File: src/rtl/rf_event_timer_consts.svh
// register indices, field positions, masks and reset values of the event timer
// assumes a 32-bit register bus with byte addresses equal to four times the index
`ifndef RF_EVENT_TIMER_CONSTS_SVH
`define RF_EVENT_TIMER_CONSTS_SVH

`define EVT_IDX_CONFIG          8'h3F
`define EVT_IDX_RELOAD          8'h40
`define EVT_IDX_STATUS          8'h41
`define EVT_ADDR_W              10

`define EVT_CFG_RESET           32'h0000_0000
`define EVT_RELOAD_RESET        32'h0000_0000
`define EVT_CFG_RW_MASK         32'h7F03_FC7F
`define EVT_RELOAD_RW_MASK      32'h000F_FFFF

`define EVT_BIT_HALT_RX_BEGIN   30
`define EVT_BIT_HALT_TX_BEGIN   29
`define EVT_BIT_HALT_EXT_ON     28
`define EVT_BIT_HALT_EXT_OFF    27
`define EVT_BIT_HALT_INT_ON     26
`define EVT_BIT_HALT_INT_OFF    25
`define EVT_BIT_HALT_RX_ACT     24
`define EVT_BIT_START_RX_BEGIN  17
`define EVT_BIT_START_RX_END    16
`define EVT_BIT_START_TX_BEGIN  15
`define EVT_BIT_START_TX_END    14
`define EVT_BIT_START_EXT_ON    13
`define EVT_BIT_START_EXT_OFF   12
`define EVT_BIT_START_INT_ON    11
`define EVT_BIT_START_INT_OFF   10
`define EVT_BIT_START_NOW       8
`define EVT_BIT_SINGLE_RUN      6
`define EVT_POS_RATE_LSB        3
`define EVT_BIT_CLK_SOURCE      2
`define EVT_BIT_AUTO_RELOAD     1
`define EVT_BIT_ENABLE          0

`define EVT_COUNT_W             20
`define EVT_STAT_BIT_RUNNING    20
`define EVT_STAT_BIT_EXPIRED    21

`define EVT_DIV_W               8
`define EVT_DIV_FULL            8'hFF

`endif

File: src/rtl/rf_event_timer_pkg.sv
// types shared by the event timer and its tick divider
// assumes nothing beyond a SystemVerilog compiler
package rf_event_timer_pkg;

    typedef enum logic [2:0] {
        ST_IDLE    = 3'b001,
        ST_RUN     = 3'b010,
        ST_EXPIRED = 3'b100
    } timer_state_t;

    typedef logic [19:0] count_t;

endpackage

File: src/rtl/rf_event_timer_prescaler.sv
// tick divider: turns the rf clock tick into the prescaled tick
// assumes rf_tick_in is a one-cycle strobe per rf clock period, same clock domain
`timescale 1ns/100ps
`include "rf_event_timer_consts.svh"

module rf_event_timer_prescaler
    import rf_event_timer_pkg::*;
(
    // clock and reset
    input  wire logic       sys_clk_in,
    input  wire logic       resetn_in,
    input  wire logic       clk_en_in,
    // rate control
    input  wire logic       rf_tick_in,
    input  wire logic [2:0] tick_rate_select_in,
    // prescaled tick
    output logic            tick_out
);

    logic [`EVT_DIV_W-1:0] div_cnt_r;
    logic [`EVT_DIV_W-1:0] div_cnt_nxt;
    logic                  tick_r;
    logic                  tick_nxt;
    logic [`EVT_DIV_W-1:0] div_mask;

    // code n divides the rf tick by two to the power n+1
    always_comb begin
        div_mask    = `EVT_DIV_FULL >> (3'd7 - tick_rate_select_in);
        div_cnt_nxt = div_cnt_r;
        tick_nxt    = 1'b0;
        if (rf_tick_in) begin
            div_cnt_nxt = div_cnt_r + 8'h01;
            tick_nxt    = ((div_cnt_r & div_mask) == div_mask);
        end
    end

    always_ff @(posedge sys_clk_in or negedge resetn_in) begin
        if (!resetn_in) begin
            div_cnt_r <= 8'h00;
            tick_r    <= 1'b0;
        end else if (clk_en_in) begin
            div_cnt_r <= div_cnt_nxt;
            tick_r    <= tick_nxt;
        end
    end

    assign tick_out = tick_r;

endmodule

File: src/rtl/rf_event_timer.sv
// event timer of the contactless front end: register slave, start/halt logic, down-counter
// assumes event strobes and field levels come from logic on sys_clk_in (no synchronisers)
// assumes rf_tick_in pulses once per rf interface clock period
`timescale 1ns/100ps
`include "rf_event_timer_consts.svh"

//
// Contract
// - start on first received bit if enabled
// - start when reception completes if enabled
// - start on transmit begin or end bits
// - start on external field on/off bits
// - start on internal field on/off bits
// - immediate-start bit starts timer at once
// - single run: no reload before reaching zero
// - rate code halves tick from 6.78 MHz
// - source bit picks rf clock or prescaled tick
// - reload off: stop at expiry, hold zero
// - reload on: reload preset on each expiry
// - timer inactive unless enable bit set
// - 20-bit preset, reset zero, loaded on start
// - separate halt enables per interface event; none for rx end or tx end
module rf_event_timer
    import rf_event_timer_pkg::*;
(
    // clock, reset, clock enable
    input  wire logic                    sys_clk_in,
    input  wire logic                    resetn_in,
    input  wire logic                    clk_en_in,
    // avalon-mm register slave
    input  wire logic [`EVT_ADDR_W-1:0]  avs_address_in,
    input  wire logic                    avs_read_in,
    input  wire logic                    avs_write_in,
    input  wire logic [31:0]             avs_writedata_in,
    input  wire logic [3:0]              avs_byteenable_in,
    output logic [31:0]                  avs_readdata_out,
    output logic                         avs_waitrequest_out,
    // rf interface events
    input  wire logic                    rf_tick_in,
    input  wire logic                    rx_begin_in,
    input  wire logic                    rx_end_in,
    input  wire logic                    tx_begin_in,
    input  wire logic                    tx_end_in,
    input  wire logic                    rx_activity_in,
    input  wire logic                    ext_field_in,
    input  wire logic                    int_field_in,
    // timer state
    output logic                         timer_running_out,
    output logic                         timer_expired_out,
    output logic [`EVT_COUNT_W-1:0]      timer_count_out
);

    // register slave state
    logic [31:0]      cfg_r;
    logic [31:0]      cfg_nxt;
    logic [31:0]      reload_r;
    logic [31:0]      reload_nxt;
    logic [31:0]      rdata_r;
    logic [31:0]      rdata_nxt;
    logic             wait_r;
    logic             wait_nxt;
    logic             start_now_r;
    logic             start_now_nxt;
    logic [31:0]      be_mask;
    logic             req;
    logic             wr_commit;
    logic [7:0]       word_idx;
    logic             addr_aligned;

    // timer state
    timer_state_t     state_r;
    timer_state_t     state_nxt;
    count_t           count_r;
    count_t           count_nxt;
    logic             expired_pulse_r;
    logic             expired_pulse_nxt;
    logic             ext_prev_r;
    logic             int_prev_r;

    // event decode
    logic             prescaled_tick;
    logic             tick;
    logic             start_evt;
    logic             halt_evt;
    logic             ext_on;
    logic             ext_off;
    logic             int_on;
    logic             int_off;
    count_t           preset;

    assign req          = avs_read_in | avs_write_in;
    assign wr_commit    = avs_write_in & ~wait_r;
    assign word_idx     = avs_address_in[9:2];
    assign addr_aligned = (avs_address_in[1:0] == 2'b00);
    assign preset       = reload_r[`EVT_COUNT_W-1:0];

    genvar gi;
    generate
        for (gi = 0; gi < 4; gi++) begin : g_lane
            assign be_mask[gi*8 +: 8] = {8{avs_byteenable_in[gi]}};
        end
    endgenerate

    rf_event_timer_prescaler u_prescaler (
        .sys_clk_in          (sys_clk_in),
        .resetn_in           (resetn_in),
        .clk_en_in           (clk_en_in),
        .rf_tick_in          (rf_tick_in),
        .tick_rate_select_in (cfg_r[`EVT_POS_RATE_LSB +: 3]),
        .tick_out            (prescaled_tick)
    );

    // bus slave: one wait cycle, read data captured as waitrequest drops
    always_comb begin
        cfg_nxt       = cfg_r;
        reload_nxt    = reload_r;
        rdata_nxt     = rdata_r;
        start_now_nxt = 1'b0;
        wait_nxt      = 1'b1;
        if (req && wait_r) begin
            wait_nxt  = 1'b0;
            rdata_nxt = 32'h0000_0000;
            if (avs_read_in && addr_aligned) begin
                unique case (word_idx)
                    `EVT_IDX_CONFIG: rdata_nxt = cfg_r;
                    `EVT_IDX_RELOAD: rdata_nxt = reload_r;
                    `EVT_IDX_STATUS: begin
                        rdata_nxt[`EVT_COUNT_W-1:0]     = count_r;
                        rdata_nxt[`EVT_STAT_BIT_RUNNING] = (state_r == ST_RUN);
                        rdata_nxt[`EVT_STAT_BIT_EXPIRED] = (state_r == ST_EXPIRED);
                    end
                    default: rdata_nxt = 32'h0000_0000;
                endcase
            end
        end
        if (wr_commit && addr_aligned) begin
            if (word_idx == `EVT_IDX_CONFIG) begin
                cfg_nxt = ((cfg_r & ~be_mask) | (avs_writedata_in & be_mask))
                          & `EVT_CFG_RW_MASK;
                // immediate start acts as a command and is not stored
                start_now_nxt = avs_byteenable_in[1]
                                & avs_writedata_in[`EVT_BIT_START_NOW];
            end
            if (word_idx == `EVT_IDX_RELOAD) begin
                reload_nxt = ((reload_r & ~be_mask) | (avs_writedata_in & be_mask))
                             & `EVT_RELOAD_RW_MASK;
            end
        end
    end

    always_ff @(posedge sys_clk_in or negedge resetn_in) begin
        if (!resetn_in) begin
            cfg_r       <= `EVT_CFG_RESET;
            reload_r    <= `EVT_RELOAD_RESET;
            rdata_r     <= 32'h0000_0000;
            wait_r      <= 1'b1;
            start_now_r <= 1'b0;
        end else if (clk_en_in) begin
            cfg_r       <= cfg_nxt;
            reload_r    <= reload_nxt;
            rdata_r     <= rdata_nxt;
            wait_r      <= wait_nxt;
            start_now_r <= start_now_nxt;
        end
    end

    // field edges and event qualification
    always_comb begin
        ext_on  = ext_field_in & ~ext_prev_r;
        ext_off = ~ext_field_in & ext_prev_r;
        int_on  = int_field_in & ~int_prev_r;
        int_off = ~int_field_in & int_prev_r;
        start_evt = (cfg_r[`EVT_BIT_START_RX_BEGIN] & rx_begin_in)
                  | (cfg_r[`EVT_BIT_START_RX_END]   & rx_end_in)
                  | (cfg_r[`EVT_BIT_START_TX_BEGIN] & tx_begin_in)
                  | (cfg_r[`EVT_BIT_START_TX_END]   & tx_end_in)
                  | (cfg_r[`EVT_BIT_START_EXT_ON]   & ext_on)
                  | (cfg_r[`EVT_BIT_START_EXT_OFF]  & ext_off)
                  | (cfg_r[`EVT_BIT_START_INT_ON]   & int_on)
                  | (cfg_r[`EVT_BIT_START_INT_OFF]  & int_off)
                  | start_now_r;
        halt_evt  = (cfg_r[`EVT_BIT_HALT_RX_BEGIN] & rx_begin_in)
                  | (cfg_r[`EVT_BIT_HALT_TX_BEGIN] & tx_begin_in)
                  | (cfg_r[`EVT_BIT_HALT_EXT_ON]   & ext_on)
                  | (cfg_r[`EVT_BIT_HALT_EXT_OFF]  & ext_off)
                  | (cfg_r[`EVT_BIT_HALT_INT_ON]   & int_on)
                  | (cfg_r[`EVT_BIT_HALT_INT_OFF]  & int_off)
                  | (cfg_r[`EVT_BIT_HALT_RX_ACT]   & rx_activity_in);
        tick = cfg_r[`EVT_BIT_CLK_SOURCE] ? prescaled_tick : rf_tick_in;
    end

    // down-counter; a halt in the same cycle as a start wins
    always_comb begin
        state_nxt         = state_r;
        count_nxt         = count_r;
        expired_pulse_nxt = 1'b0;
        if (!cfg_r[`EVT_BIT_ENABLE]) begin
            state_nxt = ST_IDLE;
        end else begin
            unique case (state_r)
                ST_IDLE, ST_EXPIRED: begin
                    if (start_evt && !halt_evt) begin
                        state_nxt = ST_RUN;
                        count_nxt = preset;
                    end
                end
                ST_RUN: begin
                    if (halt_evt) begin
                        state_nxt = ST_IDLE;
                    end else if (count_r == 20'h0_0000) begin
                        expired_pulse_nxt = 1'b1;
                        if (cfg_r[`EVT_BIT_AUTO_RELOAD]) begin
                            count_nxt = preset;
                        end else begin
                            state_nxt = ST_EXPIRED;
                        end
                    end else if (start_evt && !cfg_r[`EVT_BIT_SINGLE_RUN]) begin
                        // single run ignores restarts until zero is reached
                        count_nxt = preset;
                    end else if (tick) begin
                        count_nxt = count_r - 20'h0_0001;
                    end
                end
                default: state_nxt = ST_IDLE;
            endcase
        end
    end

    always_ff @(posedge sys_clk_in or negedge resetn_in) begin
        if (!resetn_in) begin
            state_r         <= ST_IDLE;
            count_r         <= 20'h0_0000;
            expired_pulse_r <= 1'b0;
            ext_prev_r      <= 1'b0;
            int_prev_r      <= 1'b0;
        end else if (clk_en_in) begin
            state_r         <= state_nxt;
            count_r         <= count_nxt;
            expired_pulse_r <= expired_pulse_nxt;
            ext_prev_r      <= ext_field_in;
            int_prev_r      <= int_field_in;
        end
    end

    assign avs_readdata_out    = rdata_r;
    assign avs_waitrequest_out = wait_r;
    // one-hot run bit taken straight from the state flop
    assign timer_running_out   = state_r[1];
    assign timer_expired_out   = expired_pulse_r;
    assign timer_count_out     = count_r;

endmodule

File: config.mk
export PLATFORM = sky130hd
export DESIGN_NAME = rf_event_timer
export DESIGN_NICKNAME = d
export VERILOG_FILES = /design/src/rtl/rf_event_timer_pkg.sv /design/src/rtl/rf_event_timer_prescaler.sv /design/src/rtl/rf_event_timer.sv
export VERILOG_INCLUDE_DIRS = /design/src /design/src/rtl
export SDC_FILE = /design/constraint.sdc
export NUM_CORES = 1
export LEC_CHECK = 0
export BUFFER_PORTS_ARGS = -buffer_cell sky130_fd_sc_hd__buf_2
export CAP_MARGIN = 20
export CELL_PAD_IN_SITES_DETAIL_PLACEMENT = 1
export CELL_PAD_IN_SITES_GLOBAL_PLACEMENT = 1
export CORE_UTILIZATION = 41
export CTS_BUF_LIST = sky130_fd_sc_hd__clkbuf_8
export DETAILED_ROUTE_END_ITERATION = 16
export PLACE_DENSITY_LB_ADDON = 0.1
export SLEW_MARGIN = 5
export SYNTH_ARGS = -nofsm -noshare
export SYNTH_HDL_FRONTEND = slang
export SYNTH_HIERARCHICAL = 1
export SYNTH_SLANG_ARGS = --single-unit
File: constraint.sdc
create_clock -name sys_clk_in -period 3.3 [get_ports sys_clk_in]
set_clock_uncertainty 0.05 [all_clocks]
set_input_delay 0.165 -clock sys_clk_in [delete_from_list [all_inputs] [get_ports sys_clk_in]]
set_output_delay 0.165 -clock sys_clk_in [all_outputs]
set_load 0.01 [all_outputs]
[Word level (Yosys, flattened, before mapping)]
Cells that the tools add are included.
Word-level totals
  logic and storage cells: 120
  ROM bits: 0
  input bits: 59
  RAM bits: 0
  memories: 0
  flip-flop bits (word level): 111
  bits in latches: 0
Cells by class
  order comparisons: 0
  multiplexer cells: 25
  div/mod/pow operators: 0
  bitwise logic cells: 48
  reduce and logical (&&, ||, !) cells: 17
  equality and inequality tests: 14
  $mul: 0
  shifts and indexed selects: 1
  add/subtract/negate cells: 3
Operators with widths (number)
  2-to-1 mux 20 bit: 6
  case mux 22 bit (3 select lines): 1
  bitwise AND 31 bit: 2
  case mux 20 bit (2 select lines): 1
  2-to-1 mux 32 bit: 1
  NOT 31 bit: 1
  bitwise OR 31 bit: 1
  bitwise AND 1 bit: 21
  bitwise AND 20 bit: 1
  logical NOT 20 bit: 1
  bitwise OR 20 bit: 1
  subtractor 20 x 1 -> 20 bit (second input constant): 1
  equality test 8 x 7 -> 1 bit (second input constant): 2
  2-to-1 mux 3 bit: 5
  bitwise OR 1 bit: 15
  2-to-1 mux 1 bit: 9
  2-to-1 mux 9 bit: 1
  adder 8 x 1 -> 8 bit (second input constant): 1
  bitwise AND 8 bit: 1
  equality test 8 x 6 -> 1 bit (second input constant): 1
  equality test 8 bit: 1
  >> shifter 8 x 3 -> 8 bit (first input constant): 1
  AND reduction 7 bit: 1
  != test 3 bit (second input constant): 2
  18 further kinds: 30

[Depth between registers and ports, before layout]
Gate-level depths: netlist (run 1).
  depth in word-level cells: 14
  mapped depth: 10
  depth with buffers taken out: 8

[Hierarchy]
Netlist (run 1), hierarchy kept.
By module, submodules not included
  rf_event_timer: area an instance 4911.0 um^2, cells each 443, instances 1
  rf_event_timer_prescaler: area an instance 449.2 um^2, cells each 42, instances 1

[Worst setup path before layout (run 1)]
Ideal clock, no wire load.
  path type: flip-flop to flip-flop
  from: register count_r[0] (netlist: timer_count_out[0])
  to: register count_r[18] (netlist: timer_count_out[18])
  arrival time: 2131 ps
  path buffers: 2
  path slack: 979 ps
  cell stages (with the launch flop): 11
  library setup time: 140 ps
  data required time: 3110 ps
  cells stage by stage: dfrtp_1 -> inv_1 -> ha_1 -> nor3b_1 -> nor3b_1 -> a41oi_1 -> or4b_1 -> buf_2 -> buf_4 -> a21oi_1 -> o22ai_1
On the way
  cells in the longest elaborated chain, start to end: 6
  elaborated cells on any way between the ends: 10
  those cells by class: 1 x add/sub; 2 x eq/ne; 5 x mux; 2 x reduce/logical
RTL lines
  start, declared: RTL line rf_event_timer.sv:73  | count_t count_r;
  start signal, assigned: RTL line rf_event_timer.sv:238  | count_r <= count_nxt;
  subtractor 20 x 1 -> 20 bit: RTL line rf_event_timer.sv:221  | count_nxt = count_r - 20'h0_0001;
  2-to-1 mux 20 bit: RTL line rf_event_timer.sv:220  | end else if (tick) begin
  2-to-1 mux 20 bit: RTL line rf_event_timer.sv:217  | end else if (start_evt && !cfg_r[`EVT_BIT_SINGLE_RUN]) begin
  2-to-1 mux 20 bit: RTL line rf_event_timer.sv:210  | end else if (count_r == 20'h0_0000) begin
  2-to-1 mux 20 bit: RTL line rf_event_timer.sv:208  | if (halt_evt) begin
  case mux 20 bit (2 select lines): RTL line rf_event_timer.sv:200  | unique case (state_r)
Parallel ways exist; a longest one is shown, timed or not. The select of a mux whose other input is x is not followed.
A chain may end at the register's enable or synchronous reset.

[Final worst setup path (run 1)]
  from: register count_r[0] (netlist: timer_count_out[0])
  to: register count_r[3] (netlist: timer_count_out[3])
Same word-level chain as after synthesis.

==> out/results.tsv, run 1 <==
stage	metric	value	unit
yosys	Post-synth EDFFs	0	
power	VDD IR max	0.258	mV
setup_path	critical path class	reg -> reg	
yosys	Synth Warn #	6	
die	Core ar.	12700	sq um
placed_design	GPL Wtd Cong	0.878	
yosys	Async S/R FF share, synth	100	%
clock_network	# resized after CTS	0	
setup_path	CP max-delay cell	or4b_1	
timing	worst hold margin	0.0240	ns
yosys	Area contributors post-synth	dfrtp_1, mux2_1, mux2_2, mux2i_1, nand2_1	
setup_path	Setup crit start kind	flop	
die	Ports	114	
global_route	Global Route Usage Sum	25.3	%
yosys	#FFs+latches synth	108	
timing	Max-slew headroom	49.2	%
die	Initial Util	42.3	%
routing	DRC viols	0	
clock_network	setup bufs post-CTS	0	
timing	Pins Over Slew Limit	0	
die	Std-Cell Rows	41	
yosys	Mapped Area	5360	sq um
cells_and_area	fraction of layout cells with a size suffix above 1	28.7	%
timing	fin crit share	81.5	%
setup_path	CP Data Arrival Time	2.88	ns
placed_design	port bufs	105	
routing	initial detailed-routing violation count	222	
placed_design	DP HPWL	11.5	mm
yosys	cell taking the most area after synthesis	dfrtp_1	
timing	minimum clock period	2.69	ns
clock_network	worst-skew pair later-pin latency	0.39	ns
setup_path	Reg-to-Reg Start	timer_count_out[0]	
routing	Vias	4522	
die	Die X	116	um
cells_and_area	nets	685	
setup_path	CP cell instances	inv_1 > ha_1 > nor3b_1 > nor3b_1 > a41oi_1 > or4b_1 > a21oi_1 > o22ai_1	
global_route	largest net degree at the start of global routing	56	
cells_and_area	n_diodes	0	
cells_and_area	filler instances	1451	
timing	achievable clock frequency	372	MHz
setup_path	Critical R2R Capture	timer_count_out[3]	
yosys	Post-Synthesis Cells	485	
yosys	dominant synthesized flop cell	dfrtp_1	
global_route	vias in the first global route	4751	
die	die area	13500	sq um
timing	final hold violations	0	
setup_path	worst r2r path cells	8	
cells_and_area	area grow syn2layout	23.4	%
routing	drt pass-1 iters	7	
clock_network	Worst-path clk slew	0.11	ns
power	leak pwr	3.14	nW
clock_network	cts bufs inserted	9	
timing	RSZ-0062 raised after global routing	no	
clock_network	clk buf depth	2	
routing	Via density	5.65	
timing	worst slew pin tran	0.763	ns
setup_path	CP endpoint	timer_count_out[3]	
outcome	status	complete, no violations	
clock_network	H-tree levels	3	
worst_hold_path	Min-Delay Path Class	in -> reg	
clock_network	CTS sink count	108	
clock_network	CTS tree	yes	
clock_network	CTS Hold Bufs	29	
yosys	top-area cell type share of the netlist area	49.5	%
power	power per cell area	383	nW/um^2
setup_path	crit end category	flop	
setup_path	cell mode on critical path	nor3b_1	
routing	Detailed Route WL	15.9	mm
timing	Final TNS setup	0	ns
global_route	first-pass GRT wire length	25.6	mm
routing	Routed Antenna Nets	0	
setup_path	Largest stage delay, worst path	0.83	ns
yosys	Yosys cell types	65	
die	Die Ht	116	um
clock_network	Root Buffer	clkbuf_8	
run	max_cap viols	0	
routing	DR WL/cell	19.9	um
setup_path	Worst EP required	3.49	ns
setup_path	crit path launch	timer_count_out[0]	
yosys	Avg Cell Area, Syn	11.1	sq um
global_route	initial antenna violation count	0	
yosys	register area share after synthesis	50.5	%
timing	Final setup viols	0	
setup_path	Critical Path Fanout Max	14	
global_route	total gr overflow	0	
setup_path	worst reg2reg setup slack	0.61	ns
-- kinds of logic after synthesis --
family	share of synthesized area [%]
adders and majority gates	0.700
DFF	50.5
and+or+nand+nor	15.0
buffers and inverters	3.29
muxes	13.4
other	0.0700
AOI/OAI and AO/OA	15.8
xor gates and xnor gates	1.31
-- worst min path at each step --
| stage | slack [ns] | startpoint | endpoint | depth (start not counted) |
|---|---|---|---|---|
| CTS | 0.008 | avs_byteenable_in[1] | start_now_r | 2 |
| global placement | 0.22 | resetn_in | avs_readdata_out[28] | 1 |
| floorplan | -0.18 | resetn_in | async pin | 0 |
| finish | 0.02 | int_field_in | int_prev_r | 2 |
| detailed placement | 0.23 | resetn_in | avs_readdata_out[28] | 1 |
| global route | 0.01 | avs_byteenable_in[1] | start_now_r | 2 |
-- where the power goes --
group	switching, mW	internal (mW)	total [mW]
Combinational	0.108	0.104	0.212
Sequential	0.0551	1.37	1.42
Clock	0.469	0.425	0.894
-- per-stage QoR --
stage	cell area, sq um	setup slack [ns]	instances	power, mW	utilization, %
after floorplan	5370	0.979	487	1.53	-
after global placement	6110	0.714	755	1.63	48.2
after detailed placement	6110	0.634	755	1.64	48.2
after CTS	6620	0.609	800	2.56	52.2
after global routing	6620	0.432	800	2.65	52.2
final	6620	0.611	800	2.53	52.2
-- cell type report --
cell class	instances	area [sq um]	share of cell area (%)
multi-input cells	341	2490	37.6
inverters	15	56.3	0.851
well taps	172	215	3.25
clock inverters	7	92.6	1.40
repair buffers	148	936	14.1
clock buffers	9	124	1.87
flip-flops and latches	108	2710	40.9
-- Yosys cell counts, types with 5 or more instances --
library cell and n:
a31oi_1 5, xnor2_1 6, mux2i_1 21, nor2_1 18, nand3_1 13, clkbuf_1 13
mux2_2 22, a222oi_1 17, dfrtp_1 106, a2bb2oi_1 7, a22oi_1 9, o21ai_0 29
mux2_1 23, nand2_1 49, a21oi_1 6, inv_1 15, and3_1 7, nor3_1 12
a22o_1 9, o2bb2ai_1 7, a21oi_2 7
-- critical path, delay by kind of cell, from the launching register on --
kind / cells / cell delay [ns]
AND/OR/NAND/NOR: 3 / 1.16
AO/OA/AOI/OAI: 3 / 0.59
flip-flops: 1 / 0.43
adder cells (fa/ha/maj): 1 / 0.20
buffers and inverters: 1 / 0.10
-- cells in the final DEF, fill, tap and decap left out, drive strengths merged, types with 3 or more instances in the layout --
cell type and count:
buf 119, dfrtp 106, nand2 51, mux2 45, o21ai 32, dlygate4sd3 29
mux2i 21, nor2 19, a222oi 17, inv 16, nand3 15, nor3 13
a21oi 13, a22oi 9, a22o 9, clkbuf 9, and3 8, o2bb2ai 7
a2bb2oi 7, xnor2 6, a31oi 5, nand4 5, nor4 5, nand3b 4
nor2b 4, and2 4, o21bai 3, nand2b 3, o22ai 3, ha 3
conb 3, nor3b 3
-- per-layer routing --
metal  GRT usage [%]  wire (um)
met3            3.43        567
met4            11.5        426
met5               0          0
met2            41.6       7690
met1            33.2       7260
Note: power is estimated with default switching activity, not from simulation.
==> inputs of run 2 (changes only) <==
==> constraint.sdc (replaced) <==
create_clock -name sys_clk_in -period 2.7 [get_ports sys_clk_in]
set_clock_uncertainty 0.05 [all_clocks]
set_input_delay 0.135 -clock sys_clk_in [delete_from_list [all_inputs] [get_ports sys_clk_in]]
set_output_delay 0.135 -clock sys_clk_in [all_outputs]
set_load 0.01 [all_outputs]
==> out/results.tsv, run 2 (same netlist as run 1, synthesis figures left out) <==
stage	metric	value	unit
global_route	Global Route Usage Sum	25.1	%
power	Final Power	3.03	mW
placed_design	DP HPWL	11.8	mm
timing	Pins Over Slew Limit	0	
timing	RSZ-0062 raised after global routing	no	
routing	Via density	5.59	
routing	Vias	4601	
die	Initial Util	42.3	%
global_route	initial antenna violation count	0	
cells_and_area	leading cell type in the layout, fill and taps excluded	dfrtp_1	
outcome	status	complete, no violations	
placed_design	port bufs	105	
clock_network	cts bufs inserted	9	
run	max_cap viols	0	
clock_network	worst-skew pair later-pin latency	0.39	ns
worst_hold_path	Min-Delay Path Class	in -> reg	
routing	DR WL/cell	19.6	um
setup_path	Worst EP required	2.89	ns
die	Ports	114	
timing	final worst-path setup slack	0.186	ns
timing	minimum clock period	2.51	ns
cells_and_area	fraction of layout cells with a size suffix above 1	30.9	%
setup_path	crit end category	flop	
placed_design	GPL Wtd Cong	0.826	
die	Die X	116	um
routing	drt pass-1 iters	6	
clock_network	Root Buffer	clkbuf_8	
power	power per cell area	444	nW/um^2
routing	Routed Antenna Nets	0	
cells_and_area	fin util	53.8	%
timing	final hold violations	0	
die	die area	13500	sq um
setup_path	CP Data Arrival Time	2.71	ns
clock_network	CTS sink count	108	
setup_path	critical path class	reg -> reg	
clock_network	Worst-path clk slew	0.10	ns
routing	initial detailed-routing violation count	194	
clock_network	CTS tree	yes	
cells_and_area	area grow syn2layout	27.1	%
global_route	first-pass GRT wire length	25.4	mm
die	Die Ht	116	um
setup_path	Critical Path Fanout Max	15	
cells_and_area	n_diodes	0	
die	Core ar.	12700	sq um
global_route	total gr overflow	0	
cells_and_area	filler instances	1426	
cells_and_area	fin area	6820	sq um
power	VDD IR max	0.284	mV
routing	Detailed Route WL	16.1	mm
placed_design	Placed Area	6310	sq um
cells_and_area	most frequent cells in the layout	dfrtp_1, buf_2, nand2_1	
timing	Final setup viols	0	
timing	achievable clock frequency	398	MHz
timing	fin crit share	93.1	%
timing	Max-slew headroom	55.9	%
timing	worst slew pin tran	0.662	ns
power	leak pwr	3.27	nW
global_route	vias in the first global route	4721	
clock_network	setup bufs post-CTS	0	
clock_network	H-tree levels	3	
cells_and_area	nets	710	
setup_path	Setup crit start kind	flop	
routing	DRC viols	0	
placed_design	pre-CTS setup slack	0.0861	ns
placed_design	Placed Cells	778	
timing	worst hold margin	0.0200	ns
die	Std-Cell Rows	41	
global_route	largest net degree at the start of global routing	50	
cells_and_area	final cell count without fillers	823	
timing	Final TNS setup	0	ns
clock_network	clk buf depth	2	
## run 2: cell count changes in the layout (fill, tap and decap cells not counted)
cell,previous run,this run
buf_12,1,3
buf_4,14,35
bufinv_16,2,1
clkbuf_8,9,11
clkinv_4,1,0
clkinvlp_4,2,0
dlygate4sd3_1,29,31
nor4b_2,1,0
nor4b_4,0,1
## run 2: what timing repair did
action / CTS / global route
hold endpoints to repair: 91 / 0
gates resized for setup: 0 / 1
hold buffers: 31 / 0
setup endpoints to repair: 0 / 11
## run 2: layout make-up
cell class,instances,area [sq um],share of cell area (%)
sequential,108,2710,39.7
multi-input combinational,341,2490,36.6
timing repair buffer,173,1150,16.9
tap,172,215,3.16
clock buffer,11,151,2.22
inverter,15,56.3,0.826
clock inverter,3,38.8,0.569
## run 2: routing by layer
metal,GRT usage [%],routed length (um),vias up
li1,-,-,2135
met2,42.1,7980,111
met3,3.43,640,17
met5,0,0,-
met4,9.23,297,0
met1,33.0,7210,2338
## run 2: power by group
group	switching [mW]	total (mW)	internal [mW]
combinational	0.139	0.272	0.133
clock	0.547	1.01	0.466
sequential	0.0669	1.74	1.67
total	0.753	3.03	2.27
## run 2: path summary, 6_finish.rpt
check	start	to	slack, ns	depth (start not counted)
max	flop	timer_count_out[2]	0.19	7
min	clk_en_in	u_prescaler/tick_out	0.02	2
max reg2reg	flop	timer_count_out[2]	0.19	7
min reg2reg	avs_readdata_out[17]	avs_readdata_out[17]	0.43	2
max in group asynchronous	resetn_in	state_r[0]	1.53	3
min in group asynchronous	resetn_in	avs_readdata_out[27]	0.26	2
## run 2: critical path, cell delays in order, from the launching register on
cell and delay, ns:
dfrtp_1 0.42, a222oi_1 0.55, nand3_1 0.24, o21bai_1 0.26
and3_1 0.32, buf_12 0.21, mux2i_1 0.23, a2bb2oi_1 0.09
